[config.mk]
export PLATFORM = sky130hd
export DESIGN_NAME = satellite_bus_slave
export DESIGN_NICKNAME = d
export VERILOG_FILES = /design/src/verilog/sat_pkg.sv /design/src/verilog/ctl_if.sv /design/src/verilog/rom_decode.sv /design/src/verilog/dma_select.sv /design/src/verilog/satellite_bus_slave.sv
export SDC_FILE = /design/constraint.sdc
export NUM_CORES = 1
export LEC_CHECK = 0
export BUFFER_PORTS_ARGS = -buffer_cell sky130_fd_sc_hd__buf_4
export CORE_MARGIN = 8
export CORE_UTILIZATION = 45
export DETAILED_ROUTE_END_ITERATION = 10
export GPL_TIMING_DRIVEN = 0
export HOLD_SLACK_MARGIN = 0.05
export PLACE_DENSITY_LB_ADDON = 0.12
export SLEW_MARGIN = 20
export SYNTH_ARGS = -nofsm -noshare
export SYNTH_HDL_FRONTEND = slang
export SYNTH_SLANG_ARGS = --single-unit
export TNS_END_PERCENT = 30
[constraint.sdc]
create_clock -name aclk -period 2.05 [get_ports aclk]
set_input_delay 0.41 -clock aclk [delete_from_list [all_inputs] [get_ports aclk]]
set_output_delay 0.41 -clock aclk [all_outputs]
set_load 0.1 [all_outputs]
[src/verilog/sat_pkg.sv]
// Shared constants for the satellite bus slave and ROM decode
package sat_pkg;
    // Register map, byte addresses
    localparam logic [3:0] CTRL_OFS = 4'h0;
    localparam logic [3:0] STAT_OFS = 4'h4;
    // Control field positions
    localparam int CTRL_ROM2K_BIT = 0;
    localparam int CTRL_JMP_LSB   = 4;
    localparam int JMP_W          = 3;
    localparam logic [31:0] CTRL_RST = 32'h0000_0000;
    // Status bit positions
    localparam int ST_IRQ_BIT   = 0;
    localparam int ST_HOLD_BIT  = 1;
    localparam int ST_DMA_BIT   = 2;
    localparam int ST_ROM_BIT   = 3;
    localparam int ST_WAIT_BIT  = 4;
    localparam int ST_POJ_BIT   = 5;
    localparam int ST_VI4_BIT   = 6;
    // ROM windows on the six top address bits
    localparam logic [15:0] ROM_BASE_1K = 16'hfc00;
    localparam logic [15:0] ROM_BASE_2K = 16'hf000;
    localparam logic [15:0] ROM_TOP     = 16'hffff;
    localparam int ROM_WAIT_CYCLES = 1;
    localparam int IRQ_ADDR_BIT    = 7;
    localparam int SEL_LINES       = 8;
    localparam logic [1:0] RESP_OKAY   = 2'h0;
    localparam logic [1:0] RESP_SLVERR = 2'h2;
endpackage

[src/verilog/ctl_if.sv]
// Signals between the core and its decode helpers
`timescale 1ns/1ps
interface ctl_if;
    logic [5:0]                   addr_hi;
    logic                         rom_2k;
    logic                         power_on_jump_n;
    logic                         rom_hit;
    logic                         ram_disable;
    logic [sat_pkg::SEL_LINES-1:0] select_n;
    logic [sat_pkg::JMP_W-1:0]    jumper;
    logic                         hold_ack_n;
    logic                         hold_req;
    logic                         dma_active;
    modport core (output addr_hi, rom_2k, power_on_jump_n, select_n, jumper, hold_ack_n,
                  input rom_hit, ram_disable, hold_req, dma_active);
    modport rom_side (input addr_hi, rom_2k, power_on_jump_n, output rom_hit, ram_disable);
    modport dma_side (input select_n, jumper, hold_ack_n, output hold_req, dma_active);
endinterface

[src/verilog/rom_decode.sv]
// ROM address match and RAM disable
`timescale 1ns/1ps
module rom_decode
(
    ctl_if.rom_side c
);
    logic match;
    always_comb
    begin
        if (c.rom_2k)
            match = c.addr_hi >= sat_pkg::ROM_BASE_2K[15:10];
        else
            match = c.addr_hi >= sat_pkg::ROM_BASE_1K[15:10];
    end
    // Jump input forces ROM regardless of address
    assign c.rom_hit     = match || !c.power_on_jump_n;
    assign c.ram_disable = match || !c.power_on_jump_n;
endmodule

[src/verilog/dma_select.sv]
// Board select jumper, hold request and DMA window
`timescale 1ns/1ps
module dma_select
(
    ctl_if.dma_side c
);
    logic sel_n;
    // One inversion: hold request is high while the selected line is low
    assign sel_n        = c.select_n[c.jumper];
    assign c.hold_req   = !sel_n;
    assign c.dma_active = !sel_n && !c.hold_ack_n;
endmodule

[src/verilog/satellite_bus_slave.sv]
// Satellite card memory control, ROM decode, DMA take-over and AXI4-Lite registers
// How it works
// - Column phase puts address bits 13..7 on RAM pins, row phase bits 6..0
// - Multiplexer moves to column bits one edge after the qualified request
// - Column strobe follows the multiplexer switch, drops when the request ends
// - ROM hit on top six bits: FC00-FFFF, or F000-FFFF with 2K option
// - ROM hit inhibits the RAM row strobe
// - Power-on-jump low disables RAM and selects ROM whatever the address
// - ROM chip select low only for ROM hit with qualified request
// - RAM runs without waits; ROM fetch stalls the processor one cycle
// - Wait held off until ROM hit and opcode fetch, then request clocks in
// - Master drives transfers; hold acknowledge opens the bus buffers
// - Software posts a mailbox message then strobes an output cycle
// - Output strobe with address bit 7 high toggles the shared interrupt
// - Hold request becoming active clears any pending interrupt; an output strobe in the same cycle sets it instead
// - One of eight select lines, chosen by jumper, starts a DMA
// - Selected line low gives an active hold request
// - Processor finishes, floats, keeps hold acknowledge low until released
// - During DMA the backplane strobes replace local read and memory request
// - During DMA read high drives toward backplane, low toward RAM
`timescale 1ns/1ps
module satellite_bus_slave
(
    input  wire logic        aclk,
    input  wire logic        aresetn,
    input  wire logic        ce,
    input  wire logic [3:0]  s_axi_awaddr,
    input  wire logic        s_axi_awvalid,
    output logic             s_axi_awready,
    input  wire logic [31:0] s_axi_wdata,
    input  wire logic [3:0]  s_axi_wstrb,
    input  wire logic        s_axi_wvalid,
    output logic             s_axi_wready,
    output logic [1:0]       s_axi_bresp,
    output logic             s_axi_bvalid,
    input  wire logic        s_axi_bready,
    input  wire logic [3:0]  s_axi_araddr,
    input  wire logic        s_axi_arvalid,
    output logic             s_axi_arready,
    output logic [31:0]      s_axi_rdata,
    output logic [1:0]       s_axi_rresp,
    output logic             s_axi_rvalid,
    input  wire logic        s_axi_rready,
    input  wire logic [15:0] addr,
    input  wire logic        memory_request_n,
    input  wire logic        read_n,
    input  wire logic        opcode_fetch_cycle_n,
    input  wire logic        io_request_strobe_n,
    input  wire logic        power_on_jump_n,
    input  wire logic        cpu_hold_ack_n,
    input  wire logic [7:0]  satellite_select_n,
    input  wire logic        dma_mem_request_n,
    input  wire logic        dma_read_strobe,
    input  wire logic        vi4_i,
    output logic             vi4_o,
    output logic             vi4_oe,
    output logic [6:0]       ram_addr,
    output logic             addr_a,
    output logic             cas_n,
    output logic             ras_inhibit_n,
    output logic             qualified_mem_request,
    output logic             ram_read,
    output logic             rom_chip_select_n,
    output logic             wait_n,
    output logic             cpu_hold_request_n,
    output logic             dma_buffer_enable_n,
    output logic             data_to_backplane
);
    typedef enum logic [1:0] {ST_IDLE, ST_ROW, ST_COL} mem_e;

    mem_e        st_r;
    logic [31:0] ctrl_r;
    logic        irq_r;
    logic        io_prev_n_r;
    logic        hold_prev_r;
    logic        wait_done_r;
    logic        aw_got_r;
    logic        w_got_r;
    logic [3:0]  awaddr_r;
    logic [31:0] wdata_r;
    logic [3:0]  wstrb_r;
    logic        mreq;
    logic        rd;
    logic        rom_sel;
    logic        m1;
    logic        io_evt;
    logic        hold_evt;
    logic [31:0] status;

    ctl_if c ();

    assign c.addr_hi         = addr[15:10];
    assign c.rom_2k          = ctrl_r[sat_pkg::CTRL_ROM2K_BIT];
    assign c.power_on_jump_n = power_on_jump_n;
    assign c.select_n        = satellite_select_n;
    assign c.jumper          = ctrl_r[sat_pkg::CTRL_JMP_LSB +: sat_pkg::JMP_W];
    assign c.hold_ack_n      = cpu_hold_ack_n;

    rom_decode u_rom
    (
        .c (c.rom_side)
    );

    dma_select u_dma
    (
        .c (c.dma_side)
    );

    // Backplane strobes take over during DMA
    assign mreq    = c.dma_active ? !dma_mem_request_n : !memory_request_n;
    assign rd      = c.dma_active ? dma_read_strobe : !read_n;
    assign m1      = !opcode_fetch_cycle_n && !c.dma_active;
    assign rom_sel = c.rom_hit;
    assign io_evt  = io_prev_n_r && !io_request_strobe_n && addr[sat_pkg::IRQ_ADDR_BIT];
    assign hold_evt = c.hold_req && !hold_prev_r;

    // RAM cycle: request, row phase, column phase
    always_ff @(posedge aclk)
    begin
        if (!aresetn)
        begin
            st_r                  <= ST_IDLE;
            qualified_mem_request <= 1'b0;
            addr_a                <= 1'b1;
            cas_n                 <= 1'b1;
            ram_addr              <= 7'h00;
        end
        else if (ce)
        begin
            if (!mreq)
            begin
                st_r                  <= ST_IDLE;
                qualified_mem_request <= 1'b0;
                addr_a                <= 1'b1;
                cas_n                 <= 1'b1;
                ram_addr              <= addr[6:0];
            end
            else
            begin
                unique case (st_r)
                    ST_IDLE:
                    begin
                        st_r                  <= ST_ROW;
                        qualified_mem_request <= 1'b1;
                        ram_addr              <= addr[6:0];
                    end
                    ST_ROW:
                    begin
                        st_r     <= ST_COL;
                        addr_a   <= 1'b0;
                        ram_addr <= addr[13:7];
                    end
                    ST_COL:
                    begin
                        cas_n    <= 1'b0;
                        ram_addr <= addr[13:7];
                    end
                endcase
            end
        end
    end

    // ROM select and RAM row inhibit
    always_ff @(posedge aclk)
    begin
        if (!aresetn)
        begin
            ras_inhibit_n     <= 1'b1;
            rom_chip_select_n <= 1'b1;
            ram_read          <= 1'b0;
        end
        else if (ce)
        begin
            ras_inhibit_n     <= !c.ram_disable;
            rom_chip_select_n <= !(rom_sel && qualified_mem_request);
            ram_read          <= rd;
        end
    end

    // One wait cycle on ROM opcode fetch, none on RAM
    always_ff @(posedge aclk)
    begin
        if (!aresetn)
        begin
            wait_n      <= 1'b1;
            wait_done_r <= 1'b0;
        end
        else if (ce)
        begin
            if (!(rom_sel && m1))
            begin
                wait_n      <= 1'b1;
                wait_done_r <= 1'b0;
            end
            else if (mreq && !wait_done_r)
            begin
                wait_n      <= 1'b0;
                wait_done_r <= 1'b1;
            end
            else
            begin
                wait_n <= 1'b1;
                if (!mreq)
                    wait_done_r <= 1'b0;
            end
        end
    end

    // Hold request, buffer enable and transceiver direction
    always_ff @(posedge aclk)
    begin
        if (!aresetn)
        begin
            cpu_hold_request_n  <= 1'b1;
            dma_buffer_enable_n <= 1'b1;
            data_to_backplane   <= 1'b0;
        end
        else if (ce)
        begin
            cpu_hold_request_n  <= !c.hold_req;
            dma_buffer_enable_n <= !c.dma_active;
            data_to_backplane   <= c.dma_active && dma_read_strobe;
        end
    end

    // Shared interrupt flag; a strobe in the clearing cycle still counts
    always_ff @(posedge aclk)
    begin
        if (!aresetn)
        begin
            irq_r       <= 1'b0;
            io_prev_n_r <= 1'b1;
            hold_prev_r <= 1'b0;
            vi4_oe      <= 1'b0;
        end
        else if (ce)
        begin
            io_prev_n_r <= io_request_strobe_n;
            hold_prev_r <= c.hold_req;
            if (io_evt && hold_evt)
            begin
                irq_r  <= 1'b1;
                vi4_oe <= 1'b1;
            end
            else if (io_evt)
            begin
                irq_r  <= !irq_r;
                vi4_oe <= !irq_r;
            end
            else if (hold_evt)
            begin
                irq_r  <= 1'b0;
                vi4_oe <= 1'b0;
            end
        end
    end

    assign vi4_o = 1'b0;

    assign status = {25'h0, vi4_i, !power_on_jump_n, !wait_n, rom_sel,
                     c.dma_active, c.hold_req, irq_r};

    // AXI4-Lite write: address and data in either order
    always_ff @(posedge aclk)
    begin
        if (!aresetn)
        begin
            s_axi_awready <= 1'b0;
            s_axi_wready  <= 1'b0;
            s_axi_bvalid  <= 1'b0;
            s_axi_bresp   <= sat_pkg::RESP_OKAY;
            aw_got_r      <= 1'b0;
            w_got_r       <= 1'b0;
            awaddr_r      <= 4'h0;
            wdata_r       <= 32'h0000_0000;
            wstrb_r       <= 4'h0;
            ctrl_r        <= sat_pkg::CTRL_RST;
        end
        else if (ce)
        begin
            if (s_axi_awvalid && s_axi_awready)
            begin
                aw_got_r      <= 1'b1;
                awaddr_r      <= s_axi_awaddr;
                s_axi_awready <= 1'b0;
            end
            else if (!aw_got_r && !s_axi_bvalid)
                s_axi_awready <= 1'b1;
            if (s_axi_wvalid && s_axi_wready)
            begin
                w_got_r      <= 1'b1;
                wdata_r      <= s_axi_wdata;
                wstrb_r      <= s_axi_wstrb;
                s_axi_wready <= 1'b0;
            end
            else if (!w_got_r && !s_axi_bvalid)
                s_axi_wready <= 1'b1;
            if (aw_got_r && w_got_r && !s_axi_bvalid)
            begin
                s_axi_bvalid <= 1'b1;
                if (awaddr_r == sat_pkg::CTRL_OFS)
                begin
                    s_axi_bresp <= sat_pkg::RESP_OKAY;
                    if (wstrb_r[0])
                        ctrl_r[7:0] <= wdata_r[7:0];
                end
                else if (awaddr_r == sat_pkg::STAT_OFS)
                    s_axi_bresp <= sat_pkg::RESP_OKAY;
                else
                    s_axi_bresp <= sat_pkg::RESP_SLVERR;
            end
            else if (s_axi_bvalid && s_axi_bready)
            begin
                s_axi_bvalid <= 1'b0;
                aw_got_r     <= 1'b0;
                w_got_r      <= 1'b0;
            end
        end
    end

    // AXI4-Lite read
    always_ff @(posedge aclk)
    begin
        if (!aresetn)
        begin
            s_axi_arready <= 1'b0;
            s_axi_rvalid  <= 1'b0;
            s_axi_rdata   <= 32'h0000_0000;
            s_axi_rresp   <= sat_pkg::RESP_OKAY;
        end
        else if (ce)
        begin
            if (s_axi_arvalid && s_axi_arready)
            begin
                s_axi_arready <= 1'b0;
                s_axi_rvalid  <= 1'b1;
                if (s_axi_araddr == sat_pkg::CTRL_OFS)
                begin
                    s_axi_rdata <= {24'h0, ctrl_r[7:0]};
                    s_axi_rresp <= sat_pkg::RESP_OKAY;
                end
                else if (s_axi_araddr == sat_pkg::STAT_OFS)
                begin
                    s_axi_rdata <= status;
                    s_axi_rresp <= sat_pkg::RESP_OKAY;
                end
                else
                begin
                    s_axi_rdata <= 32'h0000_0000;
                    s_axi_rresp <= sat_pkg::RESP_SLVERR;
                end
            end
            else if (s_axi_rvalid && s_axi_rready)
                s_axi_rvalid <= 1'b0;
            else if (!s_axi_rvalid)
                s_axi_arready <= 1'b1;
        end
    end
endmodule

Word-level counts from Yosys, hierarchy flattened --
Cells that the tools add are included.
Storage, ports and cells: register bits 87, latch bits 0, RAM bits 0, ROM bits 0, output and inout port bits 60, word-level logic and storage cells 153, memories 0
Cells by class: add/subtract/negate cells 0, multiply operators 0, div/mod/pow operators 0, magnitude comparators 3, equal/unequal tests 11, shift operators 0, muxes and demuxes 46, bitwise logic cells 0, reduce and logical (&&, ||, !) cells 63
Operators by type and width (number):
- two-way mux 1 bit | 35
- AND reduction 2 bit | 14
- logical AND 1 bit | 19
- logical NOT 1 bit | 18
- two-way mux 7 bit | 2
- one-hot mux 7 bit (2 select lines) | 1
- greater-or-equal comparator 6 bit, second input constant | 2
- two-way mux 2 bit | 5
- equality test 4 x 3 -> 1 bit, second input constant | 2
- logical NOT 4 bit | 2
- two-way mux 8 bit | 1
- != test 2 x 1 -> 1 bit, second input constant | 4
- nonzero test 2 bit | 4
- less-than comparator 3 x 4 -> 1 bit, second input constant | 1
- one-hot mux 2 bit (2 select lines) | 1
- AND reduction 4 bit | 1
- binary-select mux 1 bit (select 3 bit) | 1
- != test 3 x 1 -> 1 bit, second input constant | 1
- != test 3 x 2 -> 1 bit, second input constant | 1
- AND reduction 3 bit | 1
- nonzero test 3 bit | 1
- equality test 2 x 1 -> 1 bit, second input constant | 1
- equality test 2 bit, second input constant | 1
- logical NOT 2 bit | 1
- other kinds (3) | 3

Depth between registers and ports, before layout --
Gate-level depths: netlist (run 1).
depth in word-level cells 9, depth in mapped cells 7, gate-level depth less buffers 6

By module --
A second synthesis (run 1) with hierarchy kept.
Second synthesis, totals: cell total of the unflattened synthesis 327, area, all modules 2797.7 µm²
Modules (own cells, without submodules):
- satellite_bus_slave | instances 1, cells an instance 316, area an instance 2692.6 µm², seq. area each 1221.2 µm²
- dma_select | instances 1, cells an instance 7, area an instance 81.3 µm², seq. area each 0.0 µm²
- rom_decode | instances 1, cells an instance 4, area an instance 23.8 µm², seq. area each 0.0 µm²

Worst setup path before layout (run 1) --
OpenSTA, ideal clock, no wires.
path type register to register, from register s_axi_bvalid, to register ctrl_r[0], library setup time 128 ps, arrival time 1997 ps, required time 1922 ps, path slack -74 ps, cell stages (with the launch flop) 7, path buffers 1, path through dfxtp_1 > nand2b_1 > nor2_1 > nand4b_1 > clkbuf_1 > mux2i_1 > nor2_1
Between the ends: longest elaborated chain between the ends 3
RTL lines:
- start, declared | line satellite_bus_slave.sv:35 | output logic s_axi_bvalid,
- start signal, assigned | line satellite_bus_slave.sv:270 | s_axi_bvalid <= 1'b0;
- start signal, assigned | line satellite_bus_slave.sv:300 | s_axi_bvalid <= 1'b1;
- start signal, assigned | line satellite_bus_slave.sv:314 | s_axi_bvalid <= 1'b0;
- logical NOT 1 bit | line satellite_bus_slave.sv:298 | if (aw_got_r && w_got_r && !s_axi_bvalid)
- logical AND 1 bit | line satellite_bus_slave.sv:298
- AND reduction 4 bit (no source line)
- end signal, assigned | line satellite_bus_slave.sv:277 | ctrl_r <= sat_pkg::CTRL_RST;
- end signal, assigned | line satellite_bus_slave.sv:305 | ctrl_r[7:0] <= wdata_r[7:0];
- end, declared | line satellite_bus_slave.sv:72 | logic [31:0] ctrl_r;
Every way passes these cells. A chain may end at the register's enable or synchronous reset.

Worst setup path after layout (run 1) --
from register ctrl_r[4], to register ram_addr[3]
Between the ends: longest elaborated chain between the ends 6
RTL lines:
- binary-select mux 1 bit (select 3 bit) | line dma_select.sv:9 | assign sel_n = c.select_n[c.jumper];
- two-way mux 1 bit (not written as such) | line dma_select.sv:9
- logical NOT 1 bit | line dma_select.sv:11 | assign c.dma_active = !sel_n && !c.hold_ack_n;
- logical AND 1 bit | line dma_select.sv:11
- two-way mux 1 bit | line satellite_bus_slave.sv:110 | assign mreq = c.dma_active ? !dma_mem_request_n : !memory_request_n;
- two-way mux 7 bit | line satellite_bus_slave.sv:130 | if (!mreq)
- end signal, assigned | line satellite_bus_slave.sv:136 | ram_addr <= addr[6:0];
- end signal, assigned | line satellite_bus_slave.sv:145 | ram_addr <= addr[6:0];
- end signal, assigned | line satellite_bus_slave.sv:151 | ram_addr <= addr[13:7];
- end, declared | line satellite_bus_slave.sv:57 | output logic [6:0] ram_addr,
Every way passes these cells. The select of a mux whose other input is x is not followed.

==> impl_metrics.py, run 1 <==
metrics = {
    "setup_path": {
        "critPathMaxStageDelay_ns": 0.50,
        "crit_type": "reg2reg",
        "cp_cell_sequence": "buf_6 -> mux2_4 -> a2bb2oi_2 -> a2111o_1 -> o211ai_1 -> a31oi_1",
        "cp-end-kind": "flip-flop",
        "arrival_ns": 2.11,
        "worst_path_max_delay_cell": "a2111o_1",
        "crit_path_max_fanout": 7,
        "worstReg2RegStart": "ctrl_r[4]$_SDFFE_PN0P_",
        "startpoint_type": "flip-flop",
        "required_ns": 2.25,
        "startpoint": "ctrl_r[4]$_SDFFE_PN0P_",
    },
    "clocking": {
        "cts_sinks": 61,
        "clk_latency_ns": 0.34,
        "cts_tree": "yes",
        "cts_made_buffers": 9,
        "htreeDepth": 3,
        "clockBufferDepth": 2,
        "cts_root_buffer": "clkbuf_8",
        "hold_buffers": 0,
        "path_clk_slew_ns": 0.08,
    },
    "sta": {
        "maxSlewHeadroom_pct": 50.4,
        "grt_setup_unrepaired": "no",
        "report.final.slew_viol_count": 0,
        "finalSetupViolCount": 0,
        "finalHoldViolCount": 0,
        "final.period_utilization_pct": 92.9,
        "setup_tns_ns": 0,
        "max_freq_ghz": 0.525,
        "skew_ns": 0.00906,
        "fin_crit_ns": 1.90,
        "tightestPinTransition_ns": 0.736,
    },
    "synthesis": {
        "ys_types": 44,
        "synth_most_common_cell": "dfxtp_1",
        "synth_cells": 330,
        "avgSynthCellArea_um2": 8.61,
        "synth_top_cell_by_area": "dfxtp_1",
        "ys_top_cells_by_area": "dfxtp_1 (43%), buf_4 (7.1%), mux2i_1 (6.0%)",
        "synth_ff_type": "dfxtp_1",
        "ys_ff_latch": 61,
        "ys_top_cells_by_count": "dfxtp_1 (61), nand2_1 (40), nor2_1 (32)",
        "syn-cell-area_um2": 2840,
        "yosysSeqAreaShare_pct": 43.0,
        "yosysWarnings": 0,
        "synth_edf_count": 0,
        "async_flop_share_pct": 0,
        "synth_top_area_share_pct": 43.0,
    },
    "place": {
        "port_buffers": 90,
        "gp_congestion": 0.780,
        "place_inst": 523,
        "post-dp-hpwl_mm": 6.37,
    },
    "cells_and_area": {
        "drive_gt1_share_pct": 31.5,
        "fin_cells": 538,
        "diodes": 0,
        "area_delta_synth_final_pct": 39.2,
        "fill_cells": 570,
        "num-nets-final": 544,
    },
    "power_and_ir_drop": {
        "power.leakage_nw": 1.81,
        "p_per_area_nw_per_um2": 858,
        "peakVddDrop_mv": 0.583,
    },
    "routing": {
        "drt_wl_total_mm": 8.38,
        "post_drt_wl_per_cell_um": 15.6,
        "drtIter0Drc": 142,
        "viasPerCell": 5.06,
        "drt_pass1_iterations": 4,
        "drc": 0,
        "drtAntennaViolNets": 0,
        "num_vias": 2723,
    },
    "floorplan": {
        "start_util_pct": 45.5,
        "design.portCount": 145,
        "die_y_um": 95.5,
        "dieArea_um2": 9110,
        "core_um2": 6240,
        "die_w_um": 95.5,
        "num_rows": 29,
    },
    "grt": {
        "grt_max_degree": 13,
        "grt_pass1_wl_mm": 12.6,
        "grt_pass1_vias": 2528,
        "antenna_found_initial": 0,
        "overflow": 0,
        "track_usage_pct": 18.1,
    },
    "worst_hold_path": {
        "hp-start": "io_request_strobe_n",
        "hold_class": "in2reg",
    },
    "status": {
        "outcome": "finished clean",
    },
    "run": {
        "drv_cap": 0,
    },
}
-- registers in the layout (all words and copies together) (netlist names), 2 cells and up --
register / cells
s_axi_rdata: 8
awaddr_r: 4
st_r: 2
ctrl_r: 8
ram_addr: 7
wdata_r: 8
-- area by class of cell --
class | instances | area [µm²] | area share, %
multi-input cells | 238 | 1390 | 35.0
flip-flops and latches | 61 | 1220 | 30.9
repair buffers | 90 | 676 | 17.1
plain buffers | 46 | 292 | 7.37
clock buffers | 9 | 124 | 3.13
clock inverters | 7 | 124 | 3.13
well taps | 77 | 96.3 | 2.44
inverters | 10 | 37.5 | 0.949
-- stage by stage --
step | cell area, µm² | setup WS, ns | hold slack [ns] | total power [W] | util (%)
final | 3960 | 0.146 | 0.302 | 0.00339 | 63.4
after global routing | 3960 | 0.0518 | 0.311 | 0.00351 | 63.4
after CTS | 3960 | 0.119 | 0.289 | 0.00341 | 63.5
after detailed placement | 3710 | 0.125 | 0.446 | 0.00209 | 59.5
after global placement | 3710 | 0.165 | 0.438 | 0.00208 | 59.5
after floorplan | 2940 | 0.212 | 0.429 | 0.00190 | -
-- repair_timing --
action	in CTS	in global routing
gates resized for setup	0	0
hold endpoints to repair	0	0
setup endpoints to repair	0	6
buffers inserted	0	0
-- power by group --
part           leakage, nW  internal [W]  switching [W]  total [W]
combinational         1.19      0.000212       0.000599   0.000811
clock                0.120      0.000813       0.000516    0.00133
sequential           0.498       0.00123      0.0000275    0.00125
-- worst max-delay path: cells and delay by family (launching register included) --
kind | cells | cell delay, ns
buf+inv | 1 | 0.13
mux | 1 | 0.31
flops | 1 | 0.33
compound gates | 4 | 0.99
-- layer usage --
metal  routed length [µm]  vias up  share of wire (%)  global-route usage, %
met1                 3460     1234                 41                   21.9
met5                    0        -                  0                      0
li1                     -     1366                  -                      -
met2                 3890      111                 46                   28.6
met4                  116        0                1.4                   9.48
met3                  911       12                 11                   5.12
-- cells in the final DEF (no fill, tap or decap), types with 2 or more instances in the layout --
master	instances
buf_4	117
dfxtp_1	60
nand2_1	40
nor2_1	32
conb_1	27
a21oi_1	23
mux2i_1	17
clkbuf_1	15
o21ai_0	13
a31oi_1	10
clkbuf_8	9
inv_1	8
o211ai_1	8
nand3_1	7
o2111ai_1	7
nor3_1	6
nor2b_1	5
a22oi_1	5
a211oi_1	4
a211o_1	3
o21a_1	3
ha_1	3
clkinv_4	3
bufinv_16	3
clkinv_1	2
buf_6	2
mux2_2	2
buf_2	2
a221o_1	2
nand2b_1	2
nand4b_1	2
and3_1	2
-- worst paths after layout --
path / depth (start not counted) / endpoint / slack, ns
worst max register to register: 6 / ram_addr[3]$_SDFFE_PN0P_ / 0.15
worst min-delay path: 3 / io_prev_n_r$_SDFFE_PN1P_ / 0.30
worst min register to register: 2 / cpu_hold_request_n$_SDFFE_PN1P_ / 0.45
worst max-delay path: 6 / ram_addr[3]$_SDFFE_PN0P_ / 0.15
-- cells by family (layout without fill, tap and decap cells) --
kind of cell	count (synthesis)	after routing	synth area share, %
simple gates	100	100	15.3
compound gates	88	88	21.2
flops	61	61	43.0
buf+inv	57	162	11.7
mux	20	20	7.31
fa+ha+maj	3	3	1.32
other cells	1	27	0.132
Note: power is estimated with default switching activity, not from simulation.
==> inputs of run 2 (changes only) <==
SYNTH_HIERARCHICAL = 1   (was default)
==> run 2 against run 1 <==
  * Critical path depth grew 1
  * Register-to-register slack got worse by 0.04 ns
  * Clock-buffer cell count grew 4
  * Die area fell by 1.3%
  * Clock skew down 0.0031 ns
  * Combinational power about the same
  * Maximum frequency shrank 1.9%
  * Synthesized area is 1.5% lower
  * Critical path type unchanged
  * Synthesized cell count shrank 0.91%
  * Sequential power about the same
  * Worst hold slack better by 0.0054 ns
  * Global-route usage shrank 1.1 points
==> impl_metrics.py, run 2 <==
metrics = {
    "synthesis": {
        "yosysSeqAreaShare_pct": 43.6,
        "synth_top_area_share_pct": 43.6,
        "synth_ff_type": "dfxtp_1",
        "avgSynthCellArea_um2": 8.56,
        "yosysWarnings": 6,
        "ys_top_cells_by_count": "nand2_1 (63), dfxtp_1 (61), buf_4 (30)",
        "ys_top_cells_by_area": "dfxtp_1 (44%), nand2_1 (8.5%), buf_4 (8.1%)",
        "synth_cells": 327,
        "async_flop_share_pct": 0,
        "synth_most_common_cell": "nand2_1",
        "ys_ff_latch": 61,
        "ys_types": 38,
        "synth_top_cell_by_area": "dfxtp_1",
        "synth_edf_count": 0,
        "syn-cell-area_um2": 2800,
    },
    "setup_path": {
        "r2r_setup_slack_ns": 0.11,
        "required_ns": 2.31,
        "critPathMaxStageDelay_ns": 0.38,
        "worst_path_max_delay_cell": "dfxtp_4",
        "startpoint_type": "flip-flop",
        "crit_path_max_fanout": 5,
        "cp-end-kind": "flip-flop",
        "cp_cell_sequence": "mux2i_1 -> mux4_2 -> nor2b_4 -> mux2i_4 -> buf_6 -> nand3_1 -> a31oi_1",
        "arrival_ns": 2.20,
        "crit_type": "reg2reg",
    },
    "power_and_ir_drop": {
        "switching_power_w": 0.00107,
        "p_int_w": 0.00211,
        "finalPower_w": 0.00318,
        "combPwrFrac_pct": 25.6,
        "p_per_area_nw_per_um2": 809,
        "p_seq_share_pct": 39.4,
        "p_clk_share_pct": 35.0,
        "swShare_pct": 33.7,
        "power.leakage_nw": 1.83,
        "peakVddDrop_mv": 0.454,
    },
    "sta": {
        "final.period_utilization_pct": 94.7,
        "finalWorstSetupSlack_ns": 0.109,
        "grt_setup_unrepaired": "no",
        "tightestPinTransition_ns": 0.584,
        "max_freq_ghz": 0.515,
        "skew_ns": 0.00595,
        "report.final.slew_viol_count": 0,
        "fin_crit_ns": 1.94,
        "finalHoldViolCount": 0,
        "maxSlewHeadroom_pct": 60.9,
        "finalSetupViolCount": 0,
    },
    "place": {
        "gp_congestion": 0.810,
        "post-dp-hpwl_mm": 6.01,
        "place_inst": 516,
        "pre_cts_ws_ns": -0.259,
        "port_buffers": 88,
    },
    "cells_and_area": {
        "area_delta_synth_final_pct": 40.6,
        "final_cell_mix": "buf_4 (124), nand2_1 (63), dfxtp_1 (60), a21oi_1 (29), conb_1 (27)",
        "top_regs": "ctrl_r (8), s_axi_rdata (8), wdata_r (8)",
        "diodes": 0,
        "drive_gt1_share_pct": 35.4,
        "fill_cells": 543,
        "fin_cells": 538,
        "final_common_cell": "buf_4",
        "postLayoutCoreUtil_pct": 66.1,
        "num-nets-final": 546,
    },
    "floorplan": {
        "die_y_um": 94.9,
        "die_w_um": 94.9,
        "num_rows": 28,
        "start_util_pct": 47.0,
        "dieArea_um2": 9000,
        "design.portCount": 145,
        "core_um2": 5960,
    },
    "routing": {
        "drc": 0,
        "drtIter0Drc": 173,
        "post_drt_wl_per_cell_um": 14.4,
        "viasPerCell": 4.91,
        "drt_pass1_iterations": 6,
        "num_vias": 2640,
        "drtAntennaViolNets": 0,
        "drt_wl_total_mm": 7.77,
    },
    "grt": {
        "grt_pass1_wl_mm": 12.0,
        "antenna_found_initial": 0,
        "grt_pass1_vias": 2541,
        "track_usage_pct": 17.0,
        "grt_max_degree": 11,
        "overflow": 0,
    },
    "clocking": {
        "cts_made_buffers": 9,
        "cts_tree": "yes",
        "clk_latency_ns": 0.33,
        "htreeDepth": 3,
        "cts_sinks": 61,
        "path_clk_slew_ns": 0.07,
        "clockBufferDepth": 2,
        "cts_root_buffer": "clkbuf_8",
    },
    "status": {
        "outcome": "finished clean",
    },
    "run": {
        "drv_cap": 0,
    },
    "worst_hold_path": {
        "hold_class": "in2reg",
    },
}
[run 2: changes by cell type in the layout (fill, tap and decap cells not counted), sizes merged, moves of 4 or more]
cell	delta
nor2b	-4
nand2	+23
clkbuf	-6
buf	+15
o211ai	-8
clkinv	-4
nor2	-20
o2111ai	-5
o21ai	+8
a22oi	-4
a21oi	+5
nand3	+13
[run 2: area by class of cell]
class	instances	area, µm²	area share [%]
inverter	7	26.3	0.668
clock buffer	13	169	4.29
timing repair buffer	96	728	18.5
buffer	45	294	7.47
multi-input combinational	238	1360	34.4
sequential	61	1220	31.1
clock inverter	3	42.5	1.08
tap	75	93.8	2.39
[run 2: final timing paths]
kind | start | endpoint | cells after the start
setup / recovery | ctrl_r[4]$_SDFFE_PN0P_ | ram_addr[1]$_SDFFE_PN0P_ | 7
hold / removal | s_axi_awaddr[1] | awaddr_r[1]$_SDFFE_PN0P_ | 3
hold reg to reg | s_axi_rdata[2]$_SDFFE_PN0P_ | s_axi_rdata[2]$_SDFFE_PN0P_ | 2
setup reg to reg | ctrl_r[4]$_SDFFE_PN0P_ | ram_addr[1]$_SDFFE_PN0P_ | 7
[run 2: kinds of logic (layout without fill, tap and decap cells)]
kind of cell | after synthesis | count (layout) | synth area share [%]
buffers and inverters | 54 | 164 | 11.8
adder cells (fa/ha/maj) | 3 | 3 | 1.34
flip-flops | 61 | 61 | 43.6
other | 1 | 27 | 0.134
multiplexers | 26 | 26 | 10.5
AO/OA/AOI/OAI | 73 | 73 | 15.1
AND/OR/NAND/NOR | 109 | 109 | 17.5
[run 2: repair_timing]
action | in CTS | in global routing
endpoints found under the setup margin | 15 | 8
hold buffers | 0 | 0
buffers inserted | 6 | 2
pin swaps | 2 | 3
cloned | 0 | 0
gates resized for setup | 15 | 2
[run 2: metal layers]
metal | vias to the layer above | track usage (%) | wire length (µm)
li1 | 1330 | - | -
met1 | 1188 | 19.6 | 3220
met2 | 109 | 28.6 | 3720
met3 | 13 | 4.68 | 712
met4 | 0 | 7.80 | 121
met5 | - | 0 | 0
[run 2: through the flow]
step           instance area (µm²)  hold WS, ns  setup TNS (ns)
2_1_floorplan                 2900        0.431               0
3_3_place_gp                  3650        0.440           -2.41
3_5_place_dp                  3650        0.443           -2.71
4_1_cts                       3940        0.300               0
5_1_grt                       3930        0.320               0
6_report                      3930        0.308               0
[run 2: power groups by stage]
stage          Sequential (W)  Combinational (W)  Clock [W]
2_1_floorplan         0.00148           0.000407          0
3_3_place_gp          0.00128           0.000785          0
3_5_place_dp          0.00128           0.000789          0
4_1_cts               0.00125           0.000808    0.00113
5_1_grt               0.00126           0.000853    0.00118
6_report              0.00125           0.000814    0.00111
[run 2: critical path: cells and delay by family (launching register included)]
family	cells	cell delay [ns]
buffers and inverters	1	0.14
and+or+nand+nor	2	0.34
AOI/OAI and AO/OA	1	0.20
muxes	3	0.78
DFF	1	0.38
==> inputs of run 3 (changes only) <==
MAX_ROUTING_LAYER = met4   (was default)
==> run 3 against run 2 <==
  * Cell area unchanged
  * Global-route usage increased by 0.52 points
  * Clock-buffer cell count unchanged
  * Critical endpoint unchanged
==> impl_metrics.py, run 3 (same netlist as run 2, synthesis figures left out) <==
metrics = {
    "routing": {
        "viasPerCell": 4.87,
        "num_vias": 2622,
        "drt_wl_total_mm": 7.75,
        "drt_pass1_iterations": 4,
        "drc": 0,
        "drtIter0Drc": 137,
        "drtAntennaViolNets": 0,
        "post_drt_wl_per_cell_um": 14.4,
    },
    "floorplan": {
        "die_w_um": 94.9,
        "die_y_um": 94.9,
        "core_um2": 5960,
        "design.portCount": 145,
        "dieArea_um2": 9000,
        "start_util_pct": 47.0,
        "num_rows": 28,
    },
    "clocking": {
        "clockBufferDepth": 2,
        "cts_tree": "yes",
        "path_clk_slew_ns": 0.07,
        "clk_latency_ns": 0.33,
        "cts_root_buffer": "clkbuf_8",
        "hold_buffers": 0,
        "htreeDepth": 3,
        "cts_sinks": 61,
        "cts_made_buffers": 9,
    },
    "sta": {
        "skew_ns": 0.00728,
        "tightestPinTransition_ns": 0.566,
        "final.period_utilization_pct": 94.5,
        "maxSlewHeadroom_pct": 62.1,
        "finalHoldViolCount": 0,
        "grt_setup_unrepaired": "no",
        "whs_ns": 0.312,
        "report.final.slew_viol_count": 0,
        "finalSetupViolCount": 0,
        "fin_crit_ns": 1.94,
        "max_freq_ghz": 0.516,
    },
    "cells_and_area": {
        "regArea_um2": 1220,
        "drive_gt1_share_pct": 35.4,
        "postLayoutCoreUtil_pct": 66.1,
        "fill_cells": 543,
        "diodes": 0,
        "fin_cells": 538,
        "multi_input_area_um2": 1360,
        "final_cell_mix": "buf_4 (124), nand2_1 (63), dfxtp_1 (60), a21oi_1 (29), conb_1 (27)",
        "num-nets-final": 546,
        "area_delta_synth_final_pct": 40.6,
        "top_regs": "ctrl_r (8), s_axi_rdata (8), wdata_r (8)",
        "final_common_cell": "buf_4",
    },
    "setup_path": {
        "critPathMaxStageDelay_ns": 0.38,
        "rr_worst_depth": 7,
        "startpoint_type": "flip-flop",
        "cp_top_family": "multiplexers",
        "worst_path_max_delay_cell": "dfxtp_4",
        "cp_cell_sequence": "mux2i_1 -> mux4_2 -> nor2b_4 -> mux2i_4 -> buf_6 -> nand3_1 -> a31oi_1",
        "cp-end-kind": "flip-flop",
        "required_ns": 2.30,
        "crit_path_max_fanout": 5,
        "arrival_ns": 2.19,
        "crit_type": "reg2reg",
        "path_depth": 7,
        "cp_num_buf_inv": 1,
    },
    "place": {
        "gp_congestion": 0.822,
        "place_inst": 516,
        "post-dp-hpwl_mm": 6.01,
        "port_buffers": 88,
    },
    "power_and_ir_drop": {
        "p_per_area_nw_per_um2": 808,
        "finalPower_w": 0.00318,
        "peakVddDrop_mv": 0.450,
        "power.leakage_nw": 1.83,
    },
    "grt": {
        "grt_pass1_vias": 2541,
        "grt_max_degree": 11,
        "antenna_found_initial": 0,
        "grt_pass1_wl_mm": 12.0,
        "overflow": 0,
        "track_usage_pct": 17.5,
    },
    "run": {
        "drv_cap": 0,
    },
    "worst_hold_path": {
        "hold_class": "in2reg",
        "whs_path_depth": 3,
    },
    "status": {
        "outcome": "finished clean",
    },
}
## run 3: cell counts in the layout (fill, tap and decap cells not counted)
No cell type changed its count.
## run 3: per-stage QoR
step	instance area (µm²)	setup slack, ns	TNS (ns)
floorplan	2900	0.0411	0
global placement	3650	-0.206	-2.41
detailed placement	3650	-0.259	-2.71
CTS	3940	0.000749	0
global route	3930	0.0166	0
finish	3930	0.112	0
## run 3: power breakdown
| part | switching, W | internal [W] | leakage (nW) |
|---|---|---|---|
| clock | 0.000452 | 0.000660 | 0.106 |
| combinational | 0.000591 | 0.000222 | 1.23 |
| sequential | 0.0000264 | 0.00123 | 0.498 |
## run 3: cell type report
class | count | area share [%]
Sequential cell | 61 | 31.1
Clock inverter | 3 | 1.08
Tap cell | 75 | 2.39
Buffer | 45 | 7.47
Multi-Input combinational cell | 238 | 34.4
Inverter | 7 | 0.668
Clock buffer | 13 | 4.29
Timing Repair Buffer | 96 | 18.5
## run 3: worst reg2reg max path: stages, from the launching register on
cell and delay (ns):
dfxtp_4 0.38, mux2i_1 0.18, mux4_2 0.27, nor2b_4 0.27, mux2i_4 0.33, buf_6 0.14, nand3_1 0.07, a31oi_1 0.20
## run 3: final timing paths
path | startpoint | to | slack [ns]
hold reg to reg | s_axi_rdata[2]$_SDFFE_PN0P_ | s_axi_rdata[2]$_SDFFE_PN0P_ | 0.45
setup / recovery | ctrl_r[4]$_SDFFE_PN0P_ | ram_addr[1]$_SDFFE_PN0P_ | 0.11
setup reg to reg | ctrl_r[4]$_SDFFE_PN0P_ | ram_addr[1]$_SDFFE_PN0P_ | 0.11
hold / removal | s_axi_awaddr[1] | awaddr_r[1]$_SDFFE_PN0P_ | 0.31
## run 3: timing repair
| item | 4_1_cts | 5_1_grt |
|---|---|---|
| pin swaps | 2 | 3 |
| resized for setup | 15 | 2 |
| buffers inserted | 6 | 2 |
| endpoints found under the setup margin | 15 | 8 |
## run 3: layer usage
layer | routed length, µm | GRT usage, % | share of wire, %
met4 | 127 | 7.80 | 1.6
met1 | 3230 | 20.0 | 42
met3 | 641 | 4.05 | 8.3
met5 | 0 | - | 0
met2 | 3740 | 28.6 | 48
